### config.mk
export PLATFORM = sky130hd
export DESIGN_NAME = vcr_i2c_bank
export DESIGN_NICKNAME = d
export VERILOG_FILES = /design/src/rtl/vcr_pkg.sv /design/src/rtl/vcr_i2c_bank.sv /design/src/rtl/vcr_pin_filter.sv /design/src/rtl/vcr_regs.sv
export SDC_FILE = /design/constraint.sdc
export NUM_CORES = 1
export LEC_CHECK = 0
export ABC_CLOCK_PERIOD_IN_PS = 3450
export BUFFER_PORTS_ARGS = -buffer_cell sky130_fd_sc_hd__buf_2
export CAP_MARGIN = 15
export CORE_ASPECT_RATIO = 0.5
export CORE_UTILIZATION = 55
export DETAILED_ROUTE_END_ITERATION = 12
export PLACE_DENSITY = 0.79
export SLEW_MARGIN = 30
export SYNTH_ARGS = -nofsm -noshare
export SYNTH_HDL_FRONTEND = slang
export SYNTH_SLANG_ARGS = --single-unit
### constraint.sdc
create_clock -name clk_i -period 3.45 [get_ports clk_i]
set_clock_uncertainty 0.15 [all_clocks]
set_input_delay 0.345 -clock clk_i [delete_from_list [all_inputs] [get_ports clk_i]]
set_output_delay 0.345 -clock clk_i [all_outputs]
set_load 0.05 [all_outputs]
### src/rtl/vcr_pkg.sv
package vcr_pkg;

  // register pointers as seen on the bus
  localparam logic [7:0] REG_OUTPUT_VOLTAGE_CODE_ADDR = 8'h00;
  localparam logic [7:0] REG_CTRL_ADDR = 8'h01;

  // output voltage register layout
  localparam int         OUTPUT_VOLTAGE_CODE_PAR_BIT  = 7;
  localparam logic [6:0] OUTPUT_VOLTAGE_CODE_RESET    = 7'h32;

  // control register layout
  localparam int         CTRL_INT_BIT   = 7;
  localparam int         CTRL_MASK_BIT  = 4;
  localparam int         CTRL_PWM_BIT   = 3;
  localparam int         CTRL_LATCH_BIT = 0;
  localparam logic [7:0] CTRL_USED_MASK = 8'h99;
  localparam logic [7:0] CTRL_RESET     = 8'h09;

  // default 7-bit bus address
  localparam logic [6:0] SLAVE_ADDR_DEF = 7'h34;

  // spike suppression: least time, rounded up to whole clocks
  localparam int CLK_PERIOD_PS = 5000;
  localparam int SPIKE_NS      = 32;
  localparam int SPIKE_CYC     = (SPIKE_NS * 1000 + CLK_PERIOD_PS - 1) / CLK_PERIOD_PS;

  typedef struct packed {
    logic internal_mode;
    logic prot_mask;
    logic pwm_select;
    logic latch_off;
  } vcr_ctrl_t;

  typedef struct packed {
    logic       en;
    logic [7:0] addr;
    logic [7:0] data;
  } vcr_wr_t;

  typedef enum logic [3:0] {
    S_IDLE   = 4'h0,
    S_ADDR   = 4'h1,
    S_AACK   = 4'h2,
    S_PTR    = 4'h3,
    S_PACK   = 4'h4,
    S_WDATA  = 4'h5,
    S_DACK   = 4'h6,
    S_RDATA  = 4'h7,
    S_RACK   = 4'h8,
    S_IGNORE = 4'h9
  } vcr_state_t;

endpackage

### src/rtl/vcr_i2c_bank.sv
`timescale 1ns/1ps
// Function
// - voltage register holds 7-bit code, parity bit7
// - voltage code resets to 0110010
// - control-source bit resets external; 1 uses code
// - writing control-source 0 returns external anytime
// - masking bit disables protection during code change
// - light-load bit 0 PFM, 1 PWM, default PWM
// - protection bit 0 auto-recover, 1 latch-off default
// - bad parity: no acknowledge, code kept
// - erroneous control write keeps previous contents
// - reads return stored parity; master retries rejected writes
// - bus inputs suppress spikes of 32 ns
// - address match acknowledged on ninth clock
// - address mismatch: no acknowledge, wait next START
// - read sends eight bits, idle after STOP
module vcr_i2c_bank #(
  parameter logic [6:0] SLAVE_ADDR = vcr_pkg::SLAVE_ADDR_DEF
) (
  input  wire logic       clk_i,
  input  wire logic       rst_n_i,
  input  wire logic       scl_i,
  input  wire logic       sda_i,
  output logic            sda_o,
  output logic            sda_oe_o,
  input  wire logic       output_voltage_code_ramp_busy_i,
  output logic [6:0]      output_voltage_code_o,
  output logic            internal_mode_o,
  output logic            protect_off_o,
  output logic            light_load_pwm_select_o,
  output logic            latch_off_o
);
  logic                 scl_f;
  logic                 sda_f;
  logic                 scl_q;
  logic                 sda_q;
  logic                 scl_rise;
  logic                 scl_fall;
  logic                 start_det;
  logic                 stop_det;
  vcr_pkg::vcr_state_t  state;
  vcr_pkg::vcr_state_t  next_state;
  logic [3:0]           bit_cnt;
  logic [3:0]           next_bit_cnt;
  logic [7:0]           shift;
  logic [7:0]           next_shift;
  logic [7:0]           ptr;
  logic [7:0]           next_ptr;
  logic                 rw;
  logic                 next_rw;
  logic                 next_sda_oe;
  logic                 next_protect_off;
  logic                 wr_accept;
  logic [7:0]           rd_data;
  logic [7:0]           output_voltage_code_reg;
  vcr_pkg::vcr_wr_t     wr;
  vcr_pkg::vcr_ctrl_t   ctrl;

  vcr_pin_filter u_scl_filt (
    .clk_i   (clk_i),
    .rst_n_i (rst_n_i),
    .pin_i   (scl_i),
    .filt_o  (scl_f)
  );

  vcr_pin_filter u_sda_filt (
    .clk_i   (clk_i),
    .rst_n_i (rst_n_i),
    .pin_i   (sda_i),
    .filt_o  (sda_f)
  );

  vcr_regs u_regs (
    .clk_i       (clk_i),
    .rst_n_i     (rst_n_i),
    .wr_i        (wr),
    .rd_addr_i   (ptr),
    .wr_accept_o (wr_accept),
    .rd_data_o   (rd_data),
    .output_voltage_code_reg_o  (output_voltage_code_reg),
    .ctrl_o      (ctrl)
  );

  // open drain: only ever pulls low
  assign sda_o = 1'b0;

  always_comb begin
    scl_rise  = scl_f & ~scl_q;
    scl_fall  = ~scl_f & scl_q;
    start_det = scl_f & scl_q & sda_q & ~sda_f;
    stop_det  = scl_f & scl_q & ~sda_q & sda_f;
  end

  always_comb begin
    next_state   = state;
    next_bit_cnt = bit_cnt;
    next_shift   = shift;
    next_ptr     = ptr;
    next_rw      = rw;
    next_sda_oe  = sda_oe_o;
    wr.en        = 1'b0;
    wr.addr      = ptr;
    wr.data      = shift;
    if (stop_det) begin
      next_state  = vcr_pkg::S_IDLE;
      next_sda_oe = 1'b0;
    end else if (start_det) begin
      next_state   = vcr_pkg::S_ADDR;
      next_bit_cnt = 4'h0;
      next_sda_oe  = 1'b0;
    end else begin
      case (state)
        vcr_pkg::S_ADDR, vcr_pkg::S_PTR, vcr_pkg::S_WDATA: begin
          if (scl_rise && bit_cnt != 4'h8) begin
            next_shift   = {shift[6:0], sda_f};
            next_bit_cnt = bit_cnt + 4'h1;
          end else if (scl_fall && bit_cnt == 4'h8) begin
            next_bit_cnt = 4'h0;
            if (state == vcr_pkg::S_ADDR) begin
              if (shift[7:1] == SLAVE_ADDR) begin
                next_rw     = shift[0];
                next_sda_oe = 1'b1;
                next_state  = vcr_pkg::S_AACK;
              end else begin
                next_state  = vcr_pkg::S_IGNORE;
              end
            end else if (state == vcr_pkg::S_PTR) begin
              next_ptr    = shift;
              next_sda_oe = 1'b1;
              next_state  = vcr_pkg::S_PACK;
            end else begin
              wr.en       = 1'b1;
              next_sda_oe = wr_accept;
              next_state  = vcr_pkg::S_DACK;
            end
          end
        end
        vcr_pkg::S_AACK: begin
          if (scl_fall) begin
            if (rw) begin
              next_shift  = rd_data;
              next_sda_oe = ~rd_data[7];
              next_state  = vcr_pkg::S_RDATA;
            end else begin
              next_sda_oe = 1'b0;
              next_state  = vcr_pkg::S_PTR;
            end
          end
        end
        vcr_pkg::S_PACK: begin
          if (scl_fall) begin
            next_sda_oe = 1'b0;
            next_state  = vcr_pkg::S_WDATA;
          end
        end
        vcr_pkg::S_DACK: begin
          if (scl_fall) begin
            next_sda_oe = 1'b0;
            // after a refusal the master must start over
            next_state  = sda_oe_o ? vcr_pkg::S_WDATA : vcr_pkg::S_IGNORE;
          end
        end
        vcr_pkg::S_RDATA: begin
          if (scl_fall) begin
            if (bit_cnt == 4'h7) begin
              next_bit_cnt = 4'h0;
              next_sda_oe  = 1'b0;
              next_state   = vcr_pkg::S_RACK;
            end else begin
              next_bit_cnt = bit_cnt + 4'h1;
              next_shift   = {shift[6:0], 1'b0};
              next_sda_oe  = ~shift[6];
            end
          end
        end
        vcr_pkg::S_RACK: begin
          // master acknowledge is not looked at; one byte per read
          if (scl_fall) begin
            next_state = vcr_pkg::S_IGNORE;
          end
        end
        vcr_pkg::S_IDLE, vcr_pkg::S_IGNORE: begin
          next_sda_oe = 1'b0;
        end
        default: begin
          next_state  = vcr_pkg::S_IDLE;
          next_sda_oe = 1'b0;
        end
      endcase
    end
    // masking only applies while the analog loop reports a code move
    next_protect_off = ctrl.prot_mask & output_voltage_code_ramp_busy_i;
  end

  always_ff @(posedge clk_i or negedge rst_n_i) begin
    if (!rst_n_i) begin
      scl_q         <= 1'b1;
      sda_q         <= 1'b1;
      state         <= vcr_pkg::S_IDLE;
      bit_cnt       <= 4'h0;
      shift         <= 8'h00;
      ptr           <= 8'h00;
      rw            <= 1'b0;
      sda_oe_o      <= 1'b0;
      protect_off_o <= 1'b0;
    end else begin
      scl_q         <= scl_f;
      sda_q         <= sda_f;
      state         <= next_state;
      bit_cnt       <= next_bit_cnt;
      shift         <= next_shift;
      ptr           <= next_ptr;
      rw            <= next_rw;
      sda_oe_o      <= next_sda_oe;
      protect_off_o <= next_protect_off;
    end
  end

  always_comb begin
    output_voltage_code_o   = output_voltage_code_reg[6:0];
    internal_mode_o         = ctrl.internal_mode;
    light_load_pwm_select_o = ctrl.pwm_select;
    latch_off_o             = ctrl.latch_off;
  end
endmodule // vcr_i2c_bank

### src/rtl/vcr_pin_filter.sv
`timescale 1ns/1ps
module vcr_pin_filter #(
  parameter int STABLE_CYC = vcr_pkg::SPIKE_CYC
) (
  input  wire logic clk_i,
  input  wire logic rst_n_i,
  input  wire logic pin_i,
  output logic      filt_o
);
  localparam int CW = $clog2(STABLE_CYC + 1);

  logic          sync0;
  logic          sync1;
  logic [CW-1:0] cnt;
  logic [CW-1:0] next_cnt;
  logic          next_filt;

  // a level change is taken only after it has held for STABLE_CYC clocks
  always_comb begin
    next_cnt  = '0;
    next_filt = filt_o;
    if (sync1 != filt_o) begin
      if (cnt == CW'(STABLE_CYC - 1)) begin
        next_filt = sync1;
      end else begin
        next_cnt = cnt + CW'(1);
      end
    end
  end

  // idle bus level is high, so both synchronisers and the output reset high; the counter resets to zero
  always_ff @(posedge clk_i or negedge rst_n_i) begin
    if (!rst_n_i) begin
      sync0  <= 1'b1;
      sync1  <= 1'b1;
      cnt    <= '0;
      filt_o <= 1'b1;
    end else begin
      sync0  <= pin_i;
      sync1  <= sync0;
      cnt    <= next_cnt;
      filt_o <= next_filt;
    end
  end
endmodule // vcr_pin_filter

### src/rtl/vcr_regs.sv
`timescale 1ns/1ps
module vcr_regs (
  input  wire logic               clk_i,
  input  wire logic               rst_n_i,
  input  wire vcr_pkg::vcr_wr_t   wr_i,
  input  wire logic [7:0]         rd_addr_i,
  output logic                    wr_accept_o,
  output logic [7:0]              rd_data_o,
  output logic [7:0]              output_voltage_code_reg_o,
  output vcr_pkg::vcr_ctrl_t      ctrl_o
);
  logic [7:0] ctrl_reg;
  logic [7:0] next_output_voltage_code;
  logic [7:0] next_ctrl;
  logic [7:0] next_rd;
  logic       par_ok;

  always_comb begin
    par_ok      = wr_i.data[vcr_pkg::OUTPUT_VOLTAGE_CODE_PAR_BIT] == ~^wr_i.data[6:0];
    wr_accept_o = ((wr_i.addr == vcr_pkg::REG_OUTPUT_VOLTAGE_CODE_ADDR) && par_ok)
                || (wr_i.addr == vcr_pkg::REG_CTRL_ADDR);
    next_output_voltage_code   = output_voltage_code_reg_o;
    next_ctrl   = ctrl_reg;
    if (wr_i.en && wr_accept_o) begin
      if (wr_i.addr == vcr_pkg::REG_OUTPUT_VOLTAGE_CODE_ADDR) begin
        next_output_voltage_code = wr_i.data;
      end else begin
        next_ctrl = wr_i.data & vcr_pkg::CTRL_USED_MASK;
      end
    end
    // a refused write leaves both registers as they were
    case (rd_addr_i)
      vcr_pkg::REG_OUTPUT_VOLTAGE_CODE_ADDR: next_rd = output_voltage_code_reg_o;
      vcr_pkg::REG_CTRL_ADDR: next_rd = ctrl_reg;
      default:                next_rd = 8'h00;
    endcase
  end

  always_ff @(posedge clk_i or negedge rst_n_i) begin
    if (!rst_n_i) begin
      output_voltage_code_reg_o <= {1'b0, vcr_pkg::OUTPUT_VOLTAGE_CODE_RESET};
      ctrl_reg   <= vcr_pkg::CTRL_RESET;
      rd_data_o  <= 8'h00;
    end else begin
      output_voltage_code_reg_o <= next_output_voltage_code;
      ctrl_reg   <= next_ctrl;
      rd_data_o  <= next_rd;
    end
  end

  always_comb begin
    ctrl_o.internal_mode = ctrl_reg[vcr_pkg::CTRL_INT_BIT];
    ctrl_o.prot_mask     = ctrl_reg[vcr_pkg::CTRL_MASK_BIT];
    ctrl_o.pwm_select    = ctrl_reg[vcr_pkg::CTRL_PWM_BIT];
    ctrl_o.latch_off     = ctrl_reg[vcr_pkg::CTRL_LATCH_BIT];
  end
endmodule // vcr_regs

==> results list, run 1 <==
- Run status: finished, final reports clean
- For the worst setup path, the data required time is between 3 and 4 ns.
- Non-filler instance count after layout: 370
* Final worst path period share: just over 70%
* Slew of the pin with the lowest slew margin: around 0.65 ns
- The first global-routing pass estimated between 10 and 15 mm of wire.
* Maximum number of buffers from clock root to sink: 2
* Dominant cell type by area after synthesis: sky130_fd_sc_hd__dfrtp_1
- Cell area reported after detailed placement: between 3000 and 4000 um^2
* Total global routing overflow: 0
* Fraction of final layout cells with drive strength greater than 1: roughly 30%
- Cells fill between 60% and 70% of the core in the end.
* Category of the critical setup timing path: reg2reg
- For this run, the leading register cell type out of synthesis is sky130_fd_sc_hd__dfrtp_1.
- For this design the ratio of total power to cell area is roughly 600 nW/um^2.
- Via count of the first global-routing pass: approximately 2300
* Worst slew slack as a fraction of its limit: roughly 57%
* Die Ht: between 50 and 60 um
* Number of H-tree levels: 3
* Leading cell types in the layout, fill and taps excluded: sky130_fd_sc_hd__dfrtp_1, sky130_fd_sc_hd__mux2_2, sky130_fd_sc_hd__nor2_1
* Routed wire length per instance: 17.6 um
- Derived from the worst setup path, the maximum achievable clock frequency is between 300 and 400 MHz.
* Cell count after synthesis: ~280
- The synthesized netlist devotes 9.18% of its cell area to compound gates.
* HPWL after detailed placement: 4.30 mm
- Max-cap violations in this run came to 0.
- Ranked by total cell area, the synthesized netlist is headed by sky130_fd_sc_hd__dfrtp_1, sky130_fd_sc_hd__mux2_2, sky130_fd_sc_hd__dfstp_2.
- For the worst-skew pair, the clock arrives at the later sink with an insertion delay of 0.34 ns.
* Worst min-delay path category: in2reg
* Final number of max-transition violations: 0
- Drt total wl: around 6.5 mm
* Leading cell type in the layout, fill and taps excluded: sky130_fd_sc_hd__dfrtp_1
* FFs w/ async S/R, synth: 100%
- The worst setup path is launched from a register.
- Area delta synth->final: 12.9%
- Largest net degree at the start of global routing: 44
- After layout, the minimum clock period comes to about 2.5 ns.
- IO Port Bufs: 16
- Final standard cell area without fillers: between 3000 and 4000 um^2
- After synthesis, the largest area contributor takes up about two fifths of total cell area.
* Nets in the synthesized netlist: 288
- # placed instances: 351
- Sequential elements use about half of the synthesized area.
- Yosys mapped the design onto just under 50 distinct sky130hd cell types.
- Post-Synth XOR/XNOR Area: under 10%
- DRT Pass-1 Iters: 5
- Clock buffer count from CTS: 9
- Clock Tree Root: sky130_fd_sc_hd__clkbuf_16
- Timing analysis after detailed placement gives a worst setup slack of between 0.9 and 1 ns.
- Area share of and/or/nand/nor cells after synthesis: around 16%
- By area, the combinational part of the netlist is dominated by simple AND/OR/NAND/NOR gates.
- EDFF count, synth: 0
* Routability-driven placement congestion ratio: 0.861
- Setup violations remaining at the end of the flow were counted as 0.
- After clock tree synthesis, the clock-pin slew on the worst setup and hold paths is 0.06 ns.
- In this run the static leakage power is ~1.6 nW.
* Clk sinks: 61
- The worst-case IR drop observed on VDD is 382 uV.
- The detail route stage leaves a number of antenna-violating nets equal to 0.
* Max Fanout on Critical Path: 8
- Once routing completed, OpenROAD measured the worst setup slack at 0.945 ns.
* CP Data Arrival Time: 2.57 ns
* Core footprint: between 5000 and 6000 um^2
* Multiplexer share of the synthesized area: between 15 and 20%
- Across all hold checks on the routed design, the worst slack comes to just under 0.08 ns.
- After synthesis, the mean cell area works out to ~11 um^2.
* Count of warnings emitted by yosys: 0
- After detailed routing, the number of vias per cell comes to 5.97.
* Final total negative setup slack: 0 ns
* Post-synthesis register bit count: 61
* Type of destination of the critical path: register
- N_diodes: 0
- Global routing used between 20% and 30% of the available tracks across all layers.
- Total count of hold-check failures in the final report: 0
- The number of antenna violations at the first check in global routing came to 0.
* Clock tree from TritonCTS: yes
- The mapped netlist covers a little over 3000 um^2.
- In this run, the number of DRC markers left after iteration 0 of detailed routing was roughly 170.
- After layout, the design draws a total of around 2.1 mW.
- Row cnt: 18
- The final layout contains between 300 and 400 nets.
- Total DRC errors in the routed layout: 0
- Post-synthesis adder-cell area fraction: less than 1%
* Initial core utilization: between 50% and 60%
- Count of vias placed by the detailed router: between 2000 and 2500
* Number of top-level pins: 18
- Width of the die: between 100 and 150 um
- Setup repair after global routing left no endpoint under its margin.
- Die Area: roughly 6000 um^2
==> worst paths after layout <==
check | start | end | slack [ns] | depth (start not counted)
setup / recovery | bit_cnt[0] | u_regs.output_voltage_code_reg_o[6] | 0.94 | 7
hold / removal | output_voltage_code_ramp_busy_i | protect_off_o | 0.08 | 2
setup reg to reg | bit_cnt[0] | u_regs.output_voltage_code_reg_o[6] | 0.94 | 7
hold reg to reg | u_scl_filt.sync0 | u_scl_filt.sync1 | 0.21 | 0
max in group asynchronous | rst_n_i | scl_q | 2.06 | 3
min in group asynchronous | rst_n_i | ptr[2] | 0.38 | 2
==> layer usage <==
layer  up-vias  global-route usage [%]  wire length, um  part of all wire (%)
met5         -                       0                0                     0
met4         0                    10.1               89                   1.4
met3        14                    9.13              370                   5.7
met2        76                    43.6             3110                    48
met1      1096                    30.6             2940                    45
li1       1022                       -                -                     -
==> cell families after synthesis <==
| logic type | after synthesis |
|---|---|
| DFF | 61 |
| adders and majority gates | 2 |
| muxes | 45 |
| and+or+nand+nor | 91 |
| xor gates and xnor gates | 10 |
| AOI/OAI and AO/OA | 44 |
| other | 1 |
| buffers and inverters | 27 |
==> cell type report <==
cell class                 count  area [um^2]
multi-input combinational    193         1410
clock buffer                   9          225
sequential                    61         1540
clock inverter                 7         82.6
tap                           70         87.6
fill                         377         1670
inverter                      10         37.5
timing repair buffer          20          120
==> synth_stat cells (2+ instances only) <==
master	number
sky130_fd_sc_hd__nor2_1	22
sky130_fd_sc_hd__ha_1	2
sky130_fd_sc_hd__o21ai_0	10
sky130_fd_sc_hd__nand2b_1	3
sky130_fd_sc_hd__and2_1	8
sky130_fd_sc_hd__nand4b_1	2
sky130_fd_sc_hd__inv_1	10
sky130_fd_sc_hd__o211ai_1	5
sky130_fd_sc_hd__a21oi_1	16
sky130_fd_sc_hd__nand4_1	3
sky130_fd_sc_hd__dfstp_2	13
sky130_fd_sc_hd__nand2_1	14
sky130_fd_sc_hd__and3_1	4
sky130_fd_sc_hd__or3_1	2
sky130_fd_sc_hd__nor3_1	7
sky130_fd_sc_hd__dfrtp_1	48
sky130_fd_sc_hd__mux2_2	38
sky130_fd_sc_hd__nand3b_1	3
sky130_fd_sc_hd__and3b_1	3
sky130_fd_sc_hd__xor2_1	2
sky130_fd_sc_hd__buf_4	10
sky130_fd_sc_hd__nor3b_1	4
sky130_fd_sc_hd__nor2b_1	2
sky130_fd_sc_hd__mux2i_1	7
sky130_fd_sc_hd__nor4_1	2
sky130_fd_sc_hd__nand3_1	7
sky130_fd_sc_hd__xnor2_1	8
sky130_fd_sc_hd__buf_2	5
==> repair_timing <==
action / 4_1_cts / 5_1_grt
endpoints found under the hold margin: 2 / 37
hold buffers: 2 / 1
gates resized for setup: 0 / 0
buffers inserted: 0 / 0
==> report_power, final <==
part / internal [mW] / switching (mW)
Clock: 0.569 / 0.347
Sequential: 0.795 / 0.102
Combinational: 0.144 / 0.167
Total: 1.51 / 0.617
==> critical path, stage by stage (launching register included) <==
cell	delay, ns
sky130_fd_sc_hd__dfrtp_1	0.40
sky130_fd_sc_hd__inv_1	0.11
sky130_fd_sc_hd__ha_1	0.18
sky130_fd_sc_hd__nand3b_1	0.17
sky130_fd_sc_hd__or3_4	0.44
sky130_fd_sc_hd__nor2_1	0.14
sky130_fd_sc_hd__and3_1	0.41
sky130_fd_sc_hd__mux2_2	0.39
Power figures use the tool's default switching activity.
==> run 2, diff against run 1 <==
--- a/config.mk
+++ b/config.mk
@@ -5,7 +5,7 @@
 export SDC_FILE = /design/constraint.sdc
 export NUM_CORES = 1
 export LEC_CHECK = 0
-export ABC_CLOCK_PERIOD_IN_PS = 3450
+export ABC_CLOCK_PERIOD_IN_PS = 2400
 export BUFFER_PORTS_ARGS = -buffer_cell sky130_fd_sc_hd__buf_2
 export CAP_MARGIN = 15
 export CORE_ASPECT_RATIO = 0.5
==> constraint.sdc (replaced) <==
create_clock -name clk_i -period 2.4 [get_ports clk_i]
set_clock_uncertainty 0.15 [all_clocks]
set_input_delay 0.24 -clock clk_i [delete_from_list [all_inputs] [get_ports clk_i]]
set_output_delay 0.24 -clock clk_i [all_outputs]
set_load 0.05 [all_outputs]
==> results list, run 2 (synthesized netlist as in run 1, its figures left out) <==
- Worst slew slack as a fraction of its limit: 56.5% (was 56.9%)
- The area growth from synthesis to layout is 16.5% (was 12.9%).
- The path class of the lowest-slack min-delay path was reg2reg (was in2reg).
- Critical Path, Cell by Cell: inv_1, ha_1, nand3b_1, or3_4, nor2_1, and3_2, mux2_2 (was inv_1, ha_1, nand3b_1, or3_4, nor2_1, and3_1, mux2_2).
- The family with the most delay on the worst path was simple AND/OR/NAND/NOR gates (unchanged).
- The clock transition time at the flip-flop clock pins of the worst setup and hold paths was 0.06 ns (about the same).
- Drt total wl: 6.48 mm (was 6.51 mm)
- The via count came to 2254 (was 2208).
- The port buffer count is 16 (unchanged).
* Worst vdd ir: 665 uV (was 382 uV)
- The number of maximum-capacitance constraint violations was 0 (unchanged).
- The power density of the placed cells was 847 nW/um^2 (was 606 nW/um^2).
* Critical-path cell with the highest stage delay: sky130_fd_sc_hd__or3_4 (unchanged)
- The highest attainable clock frequency was 441 MHz (was 399 MHz).
- Routed wire length per instance: 16.9 um (was 17.6 um)
- The root buffer cell is sky130_fd_sc_hd__clkbuf_16 (unchanged).
- The sort of element at the start of the critical path was a register (unchanged).
- Maximum number of buffers from clock root to sink: 2 (unchanged)
- Routability-driven placement congestion ratio: 0.934 (was 0.861)
- The total buffers and inverters traversed by the critical path was 1 (unchanged).
* Clk sinks: 61 (unchanged)
- Row cnt: 18 (unchanged)
- The final count of negative-setup-slack endpoints came to 0 (unchanged).
* Final number of max-transition violations: 0 (unchanged)
* Initial core utilization: 60.0% (unchanged)
- The critical path launch point is bit_cnt[0] (unchanged).
* Width of the die: 108 um (unchanged)
- The die outline height came to 55.1 um (unchanged).
- Static leakage: 1.67 nW (was 1.61 nW)
- RSZ-0062 raised after global routing: no (unchanged).
- N_diodes: 0 (unchanged)
- Leading cell types in the layout, fill and taps excluded: sky130_fd_sc_hd__dfrtp_1, sky130_fd_sc_hd__mux2_2, sky130_fd_sc_hd__nor2_1 (unchanged).
- Area occupied by registers: 1540 um^2 (unchanged)
- The multi-input logic area is 1410 um^2 (about the same).
* Worst-Skew Late Latency: 0.33 ns (was 0.34 ns)
- The clock tree from TritonCTS is yes (unchanged).
- The number of fill cells in the layout was 359 (was 377).
* Max Fanout on Critical Path: 8 (unchanged)
- The number of detailed-route iterations in the first pass was 4 (was 5).
- Startpoint of the worst register-to-register path: bit_cnt[0] (unchanged)
* Final total negative setup slack: 0 ns (unchanged)
* HPWL after detailed placement: 4.30 mm (about the same)
- Slew of the pin with the lowest slew margin: 0.652 ns (was 0.647 ns)
* Number of top-level pins: 18 (unchanged)
- Total global routing overflow: 0 (unchanged)
- The most common cell after layout, fill and taps aside is sky130_fd_sc_hd__dfrtp_1 (unchanged).
- Run status: finished, final reports clean (unchanged)
- The final critical-path required period is 2.27 ns (was 2.51 ns).
- The signal arrival time at the worst endpoint came to 2.33 ns (was 2.57 ns).
- The overall fraction of global-route tracks in use is 24.7% (was 25.5%).
* Fraction of the core area covered by cells at the end of the flow: 69.9% (was 67.7%)
- CP max stage delay: 0.42 ns (was 0.44 ns)
* Number of H-tree levels: 3 (unchanged)
- The area of the placeable core came to 5180 um^2 (unchanged).
- The number of buffers added by the clock tree synthesis step was 9 (unchanged).
- The pin count of the biggest net entering global routing was 34 (was 44).
- # nets final: 315 (was 302)
- Final worst path period share: 94.5% (was 72.6%)
* Detail-routed via count per cell: 5.89 (was 5.97)
- Antenna-violating nets left: 0 (unchanged)
* Cell area reported after detailed placement: 3270 um^2 (was 3170 um^2)
- Total DRC errors in the routed layout: 0 (unchanged)
- The summed area of non-filler cells in the final layout came to 3620 um^2 (was 3510 um^2).
- Die Area: 5970 um^2 (unchanged)
- # Post-CTS Setup Buffers: 0 (unchanged)
- Antenna violations before repair: 0 (unchanged)
* Wire length of the first global-routing pass: 10.5 mm (was 10.9 mm)
- The category of the worst setup path capture point was a register (unchanged).
* 1st-iter DRT viols: 134 (was 166)
- The start-to-end type of the worst setup path is reg2reg (unchanged).
* Worst hold start: u_sda_filt.sync0 (was output_voltage_code_ramp_busy_i)
- The hold violation count in the final report came to 0 (unchanged).
- Fraction of final layout cells with drive strength greater than 1: 32.9% (was 30.0%)
- Via count of the first global-routing pass: 2187 (was 2274)
- Data required time of the critical path: 2.46 ns (was 3.52 ns)
==> run 2: report_power, final <==
group          internal, mW  leakage [nW]  switching [mW]
Sequential             1.14         0.794           0.115
Combinational         0.232         0.739           0.274
Clock                 0.836         0.141           0.468
==> run 2: cell type report <==
cell class | count | share of cell area, %
clock buffers | 10 | 6.60
multi-input cells | 193 | 39.0
flip-flops and latches | 61 | 42.6
clock inverters | 6 | 1.94
well taps | 70 | 2.42
repair buffers | 33 | 6.36
inverters | 10 | 1.04
==> run 2: timing repair <==
item                                    in CTS  in global routing
endpoints found under the setup margin       1                  0
gates resized for setup                      1                  0
hold buffers                                 4                  0
endpoints found under the hold margin       27                  0
==> run 2: worst paths after layout <==
kind	to	slack (ns)	cells past startpoint
max in group asynchronous	u_scl_filt.filt_o	1.09	3
setup reg to reg	u_regs.output_voltage_code_reg_o[7]	0.13	7
hold reg to reg	u_sda_filt.sync1	0.20	0
setup / recovery	u_regs.output_voltage_code_reg_o[7]	0.13	7
min in group asynchronous	shift[1]	0.34	2
hold / removal	u_sda_filt.sync1	0.20	0
==> run 2: routing by layer <==
| metal | vias up | global-route usage, % | share of wire (%) |
|---|---|---|---|
| met3 | 10 | 6.91 | 5.6 |
| met5 | - | 0 | 0 |
| li1 | 1049 | - | - |
| met2 | 82 | 43.3 | 49 |
| met4 | 0 | 11.3 | 1.2 |
| met1 | 1113 | 29.4 | 44 |
==> run 2: per-stage QoR <==
step           power, mW  std cells  setup slack, ns  hold slack (ns)
3_5_place_dp        1.76        363           0.0454            0.152
2_1_floorplan       1.61        281            0.271           -0.206
5_1_grt             3.19        383           0.0130            0.208
4_1_cts             3.07        383            0.116            0.205
6_report            3.07        383            0.132            0.204
3_3_place_gp        1.74        363           0.0954            0.141
==> run 3, diff against run 2 <==
--- a/config.mk
+++ b/config.mk
@@ -15,4 +15,5 @@
 export SLEW_MARGIN = 30
 export SYNTH_ARGS = -nofsm -noshare
 export SYNTH_HDL_FRONTEND = slang
+export SYNTH_HIERARCHICAL = 1
 export SYNTH_SLANG_ARGS = --single-unit
==> results list, run 3 <==
* Clock tree from TritonCTS: yes (unchanged)
- The transition time at the pin with the least slew margin came to 0.616 ns (was 0.652 ns).
- The hold violation count in the final report was 0 (unchanged).
- HPWL after detailed placement: 4.38 mm (was 4.30 mm)
- Fmax: 440 MHz (was 441 MHz)
* Non-filler instance count after layout: 365 (was 383)
- Width of the die: 107 um (was 108 um)
* Layout fillers: 339 (was 359)
* Share of the yosys chip area belonging to registers: 50.7% (was 49.7%)
* Worst-Skew Late Latency: 0.35 ns (was 0.33 ns)
* Most used flip-flop cell after synthesis: sky130_fd_sc_hd__dfrtp_1 (unchanged)
- The final wirelength was 6.41 mm (was 6.48 mm).
- The root buffer cell was sky130_fd_sc_hd__clkbuf_8 (was sky130_fd_sc_hd__clkbuf_16).
- Total global routing overflow: 0 (unchanged)
- Top post-synthesis cells by count: sky130_fd_sc_hd__dfrtp_1, sky130_fd_sc_hd__mux2_2, sky130_fd_sc_hd__dfstp_2, sky130_fd_sc_hd__nand2_1, sky130_fd_sc_hd__nand2b_1 (was sky130_fd_sc_hd__dfrtp_1, sky130_fd_sc_hd__mux2_2, sky130_fd_sc_hd__nor2_1)
- Run status: finished, final reports clean (unchanged)
- Combined global-route utilization of all metal layers: 24.9% (was 24.7%)
* CP max stage delay: 0.40 ns (was 0.42 ns)
- The number of maximum-capacitance constraint violations is 0 (unchanged).
* Routed wire length per instance: 17.6 um (was 16.9 um)
- N_diodes: 0 (unchanged)
- The number of vias per cell was 5.96 (was 5.89).
* Clock transition at the registers of the reported paths: 0.07 ns (was 0.06 ns)
* Critical Path, Cell by Cell: inv_1, ha_1, nand3b_1, nor2_1, and4_1, nand3_1, mux2_2 (was inv_1, ha_1, nand3b_1, or3_4, nor2_1, and3_2, mux2_2)
* 1st-iter DRT viols: 68 (was 134)
- The largest area contributor in the synthesized netlist is sky130_fd_sc_hd__dfrtp_1 (unchanged).
- Nets in the synthesized netlist: 257 (was 288)
* Total setup violations reported at the end of the flow: 0 (unchanged)
- Static leakage: 1.62 nW (was 1.67 nW)
- Area delta synth->final: 17.0% (was 16.5%)
- The number of instances in the synthesized netlist came to 250 (was 281).
- The area of the placeable core is 5110 um^2 (was 5180 um^2).
- The final total negative setup slack came to 0 ns (unchanged).
- The count of H-tree levels built during CTS is 3 (unchanged).
- Total DRC errors in the routed layout: 0 (unchanged)
* Maximum number of buffers from clock root to sink: 2 (unchanged)
* RSZ-0062 raised after global routing: no (unchanged)
* Count of distinct cell types in the synthesized netlist: 59 (was 49)
* Type of destination of the critical path: register (unchanged)
- Category of the critical setup timing path: reg2reg (unchanged)
- The die outline height came to 54.6 um (was 55.1 um).
- The library cell contributing the largest single delay on the critical path is sky130_fd_sc_hd__dfrtp_1 (was sky130_fd_sc_hd__or3_4).
- The total clock sinks is 61 (unchanged).
* Final worst path period share: 94.7% (was 94.5%)
- Critical path capture point: u_regs/ctrl_reg[4] (was u_regs.output_voltage_code_reg_o[7])
- Most frequent cell after synthesis: sky130_fd_sc_hd__dfrtp_1 (unchanged)
* Via count of the first global-routing pass: 2167 (was 2187)
- The via count came to 2177 (was 2254).
- The most common cell after layout, fill and taps aside is sky130_fd_sc_hd__dfrtp_1 (unchanged).
- Worst vdd ir: 513 uV (was 665 uV)
* Clock buffer count from CTS: 9 (unchanged)
* Antenna violations before repair: 0 (unchanged)
- Count of warnings emitted by yosys: 6 (was 0)
* Routability-driven placement congestion ratio: 0.844 (was 0.934)
* Cell types occupying the most area after synthesis: sky130_fd_sc_hd__dfrtp_1, sky130_fd_sc_hd__mux2_2, sky130_fd_sc_hd__dfstp_2 (unchanged)
* Row cnt: 18 (unchanged)
- Number of top-level pins: 18 (unchanged)
- The path class of the lowest-slack min-delay path is reg2reg (unchanged).
- The count of nets after finishing came to 297 (was 315).
* Crit path time final: 2.27 ns (about the same)
- Final number of max-transition violations: 0 (unchanged)
- Max Fanout on Critical Path: 4 (was 8)
- Fraction of final layout cells with drive strength greater than 1: 35.9% (was 32.9%)
* Startpoint Class: register (unchanged)
- Syn avg cell area: 12.2 um^2 (was 11.1 um^2)
* FFs w/ async S/R, synth: 100% (unchanged)
- The remaining antenna violation count after routing came to 0 (unchanged).
- Top-area cell type share of the netlist area: 39.5% (was 38.7%)
- Initial core utilization: 59.5% (was 60.0%)
- The count of flip-flops with a built-in enable after synthesis was 0 (unchanged).
- The power density of the placed cells came to 698 nW/um^2 (was 847 nW/um^2).
- The number of cells after detailed placement was 345 (was 363).
* Largest net degree at the start of global routing: 38 (was 34)
* Startpoint of the worst register-to-register path: bit_cnt[0] (unchanged)
* Post-synthesis register bit count: 61 (unchanged)
- The worst slew slack as a fraction of its limit was 58.9% (was 56.5%).
- Cell depth of the worst flop-to-flop path: 7 (unchanged)
- Die Area: 5850 um^2 (was 5970 um^2)
- The first-pass GRT wire length came to 10.5 mm (about the same).
* DRT Pass-1 Iters: 4 (unchanged)
- The port buffer count came to 16 (unchanged).
- The worst flop-to-flop path endpoint is u_regs/ctrl_reg[4] (was u_regs.output_voltage_code_reg_o[7]).
- Reg-to-reg setup timing slack: 0.13 ns (about the same)
- CP Data Arrival Time: 2.36 ns (was 2.33 ns)
- The worst endpoint required time was 2.48 ns (was 2.46 ns).
* Leading cell types in the layout, fill and taps excluded: sky130_fd_sc_hd__dfrtp_1, sky130_fd_sc_hd__mux2_2, sky130_fd_sc_hd__buf_2 (was sky130_fd_sc_hd__dfrtp_1, sky130_fd_sc_hd__mux2_2, sky130_fd_sc_hd__nor2_1)
* Summed instance area of the synthesized netlist: 3040 um^2 (was 3110 um^2)
- Start point of the critical path: bit_cnt[0] (unchanged)
[run 3: cell types whose count changed after synthesis, moves of 4 or more]
cell,previous run,this run
sky130_fd_sc_hd__mux2i_1,7,2
sky130_fd_sc_hd__buf_4,10,1
sky130_fd_sc_hd__inv_1,10,4
sky130_fd_sc_hd__nand3b_1,3,7
sky130_fd_sc_hd__nor2_1,22,7
sky130_fd_sc_hd__nand2b_1,3,10
sky130_fd_sc_hd__a21oi_1,16,9
sky130_fd_sc_hd__a22o_1,0,4
sky130_fd_sc_hd__nor3_1,7,2
[run 3: what timing repair did]
| item | CTS | global route |
|---|---|---|
| hold endpoints to repair | 24 | 0 |
| hold buffers | 4 | 0 |
| buffers inserted | 0 | 0 |
| gates resized for setup | 0 | 0 |
[run 3: critical path, delay by kind of cell, from the launching register on]
family / cells / cell delay, ns
flops: 1 / 0.40
fa+ha+maj: 1 / 0.15
buf+inv: 1 / 0.10
mux: 1 / 0.35
simple gates: 4 / 1.02
[run 3: final cells by class]
cell class,instances,area (um^2),share of cell area [%]
Clock buffer,10,128,3.59
Sequential cell,61,1540,43.3
Multi-Input combinational cell,179,1450,40.6
Inverter,4,15.0,0.422
Clock inverter,6,95.1,2.67
Tap cell,70,87.6,2.46
Timing Repair Buffer,35,245,6.89
[run 3: routing by layer]
| layer | share of wire, % | GRT usage (%) |
|---|---|---|
| met5 | 0 | 0 |
| met4 | 1.1 | 7.31 |
| met3 | 5.9 | 8.93 |
| met2 | 47 | 41.8 |
| met1 | 46 | 31.2 |
[run 3: how the worst min path moves through the flow]
stage                                    to             start  cells past startpoint
after global placement    u_scl_filt/cnt[0]           rst_n_i                      1
after global routing       u_scl_filt/sync1  u_scl_filt/sync0                      0
after floorplan                  bit_cnt[0]           rst_n_i                      0
after detailed placement  u_scl_filt/cnt[0]           rst_n_i                      1
final                      u_scl_filt/sync1  u_scl_filt/sync0                      0
after CTS                  u_scl_filt/sync1  u_scl_filt/sync0                      0
[run 3: logic make-up after synthesis]
group | share of synthesized area (%)
multiplexers | 14.7
buffers and inverters | 1.73
other | 0.123
adder cells (fa/ha/maj) | 0.823
AO/OA/AOI/OAI | 11.2
XOR/XNOR | 3.17
AND/OR/NAND/NOR | 17.5
flip-flops | 50.7
[run 3: power breakdown]
group,switching (mW),internal [mW]
combinational,0.138,0.133
sequential,0.0908,1.11
clock,0.424,0.593
[run 3: per-stage QoR]
step | hold slack, ns | cell area, um^2 | power (mW) | worst slack (ns) | util [%]
after global routing | 0.209 | 3560 | 2.59 | 0.0120 | 69.6
after global placement | 0.112 | 3300 | 1.45 | 0.267 | 64.5
after CTS | 0.203 | 3560 | 2.50 | 0.156 | 69.6
after floorplan | -0.206 | 3040 | 1.39 | 0.300 | -
after detailed placement | 0.138 | 3300 | 1.48 | 0.166 | 64.5
final | 0.209 | 3560 | 2.49 | 0.126 | 69.6
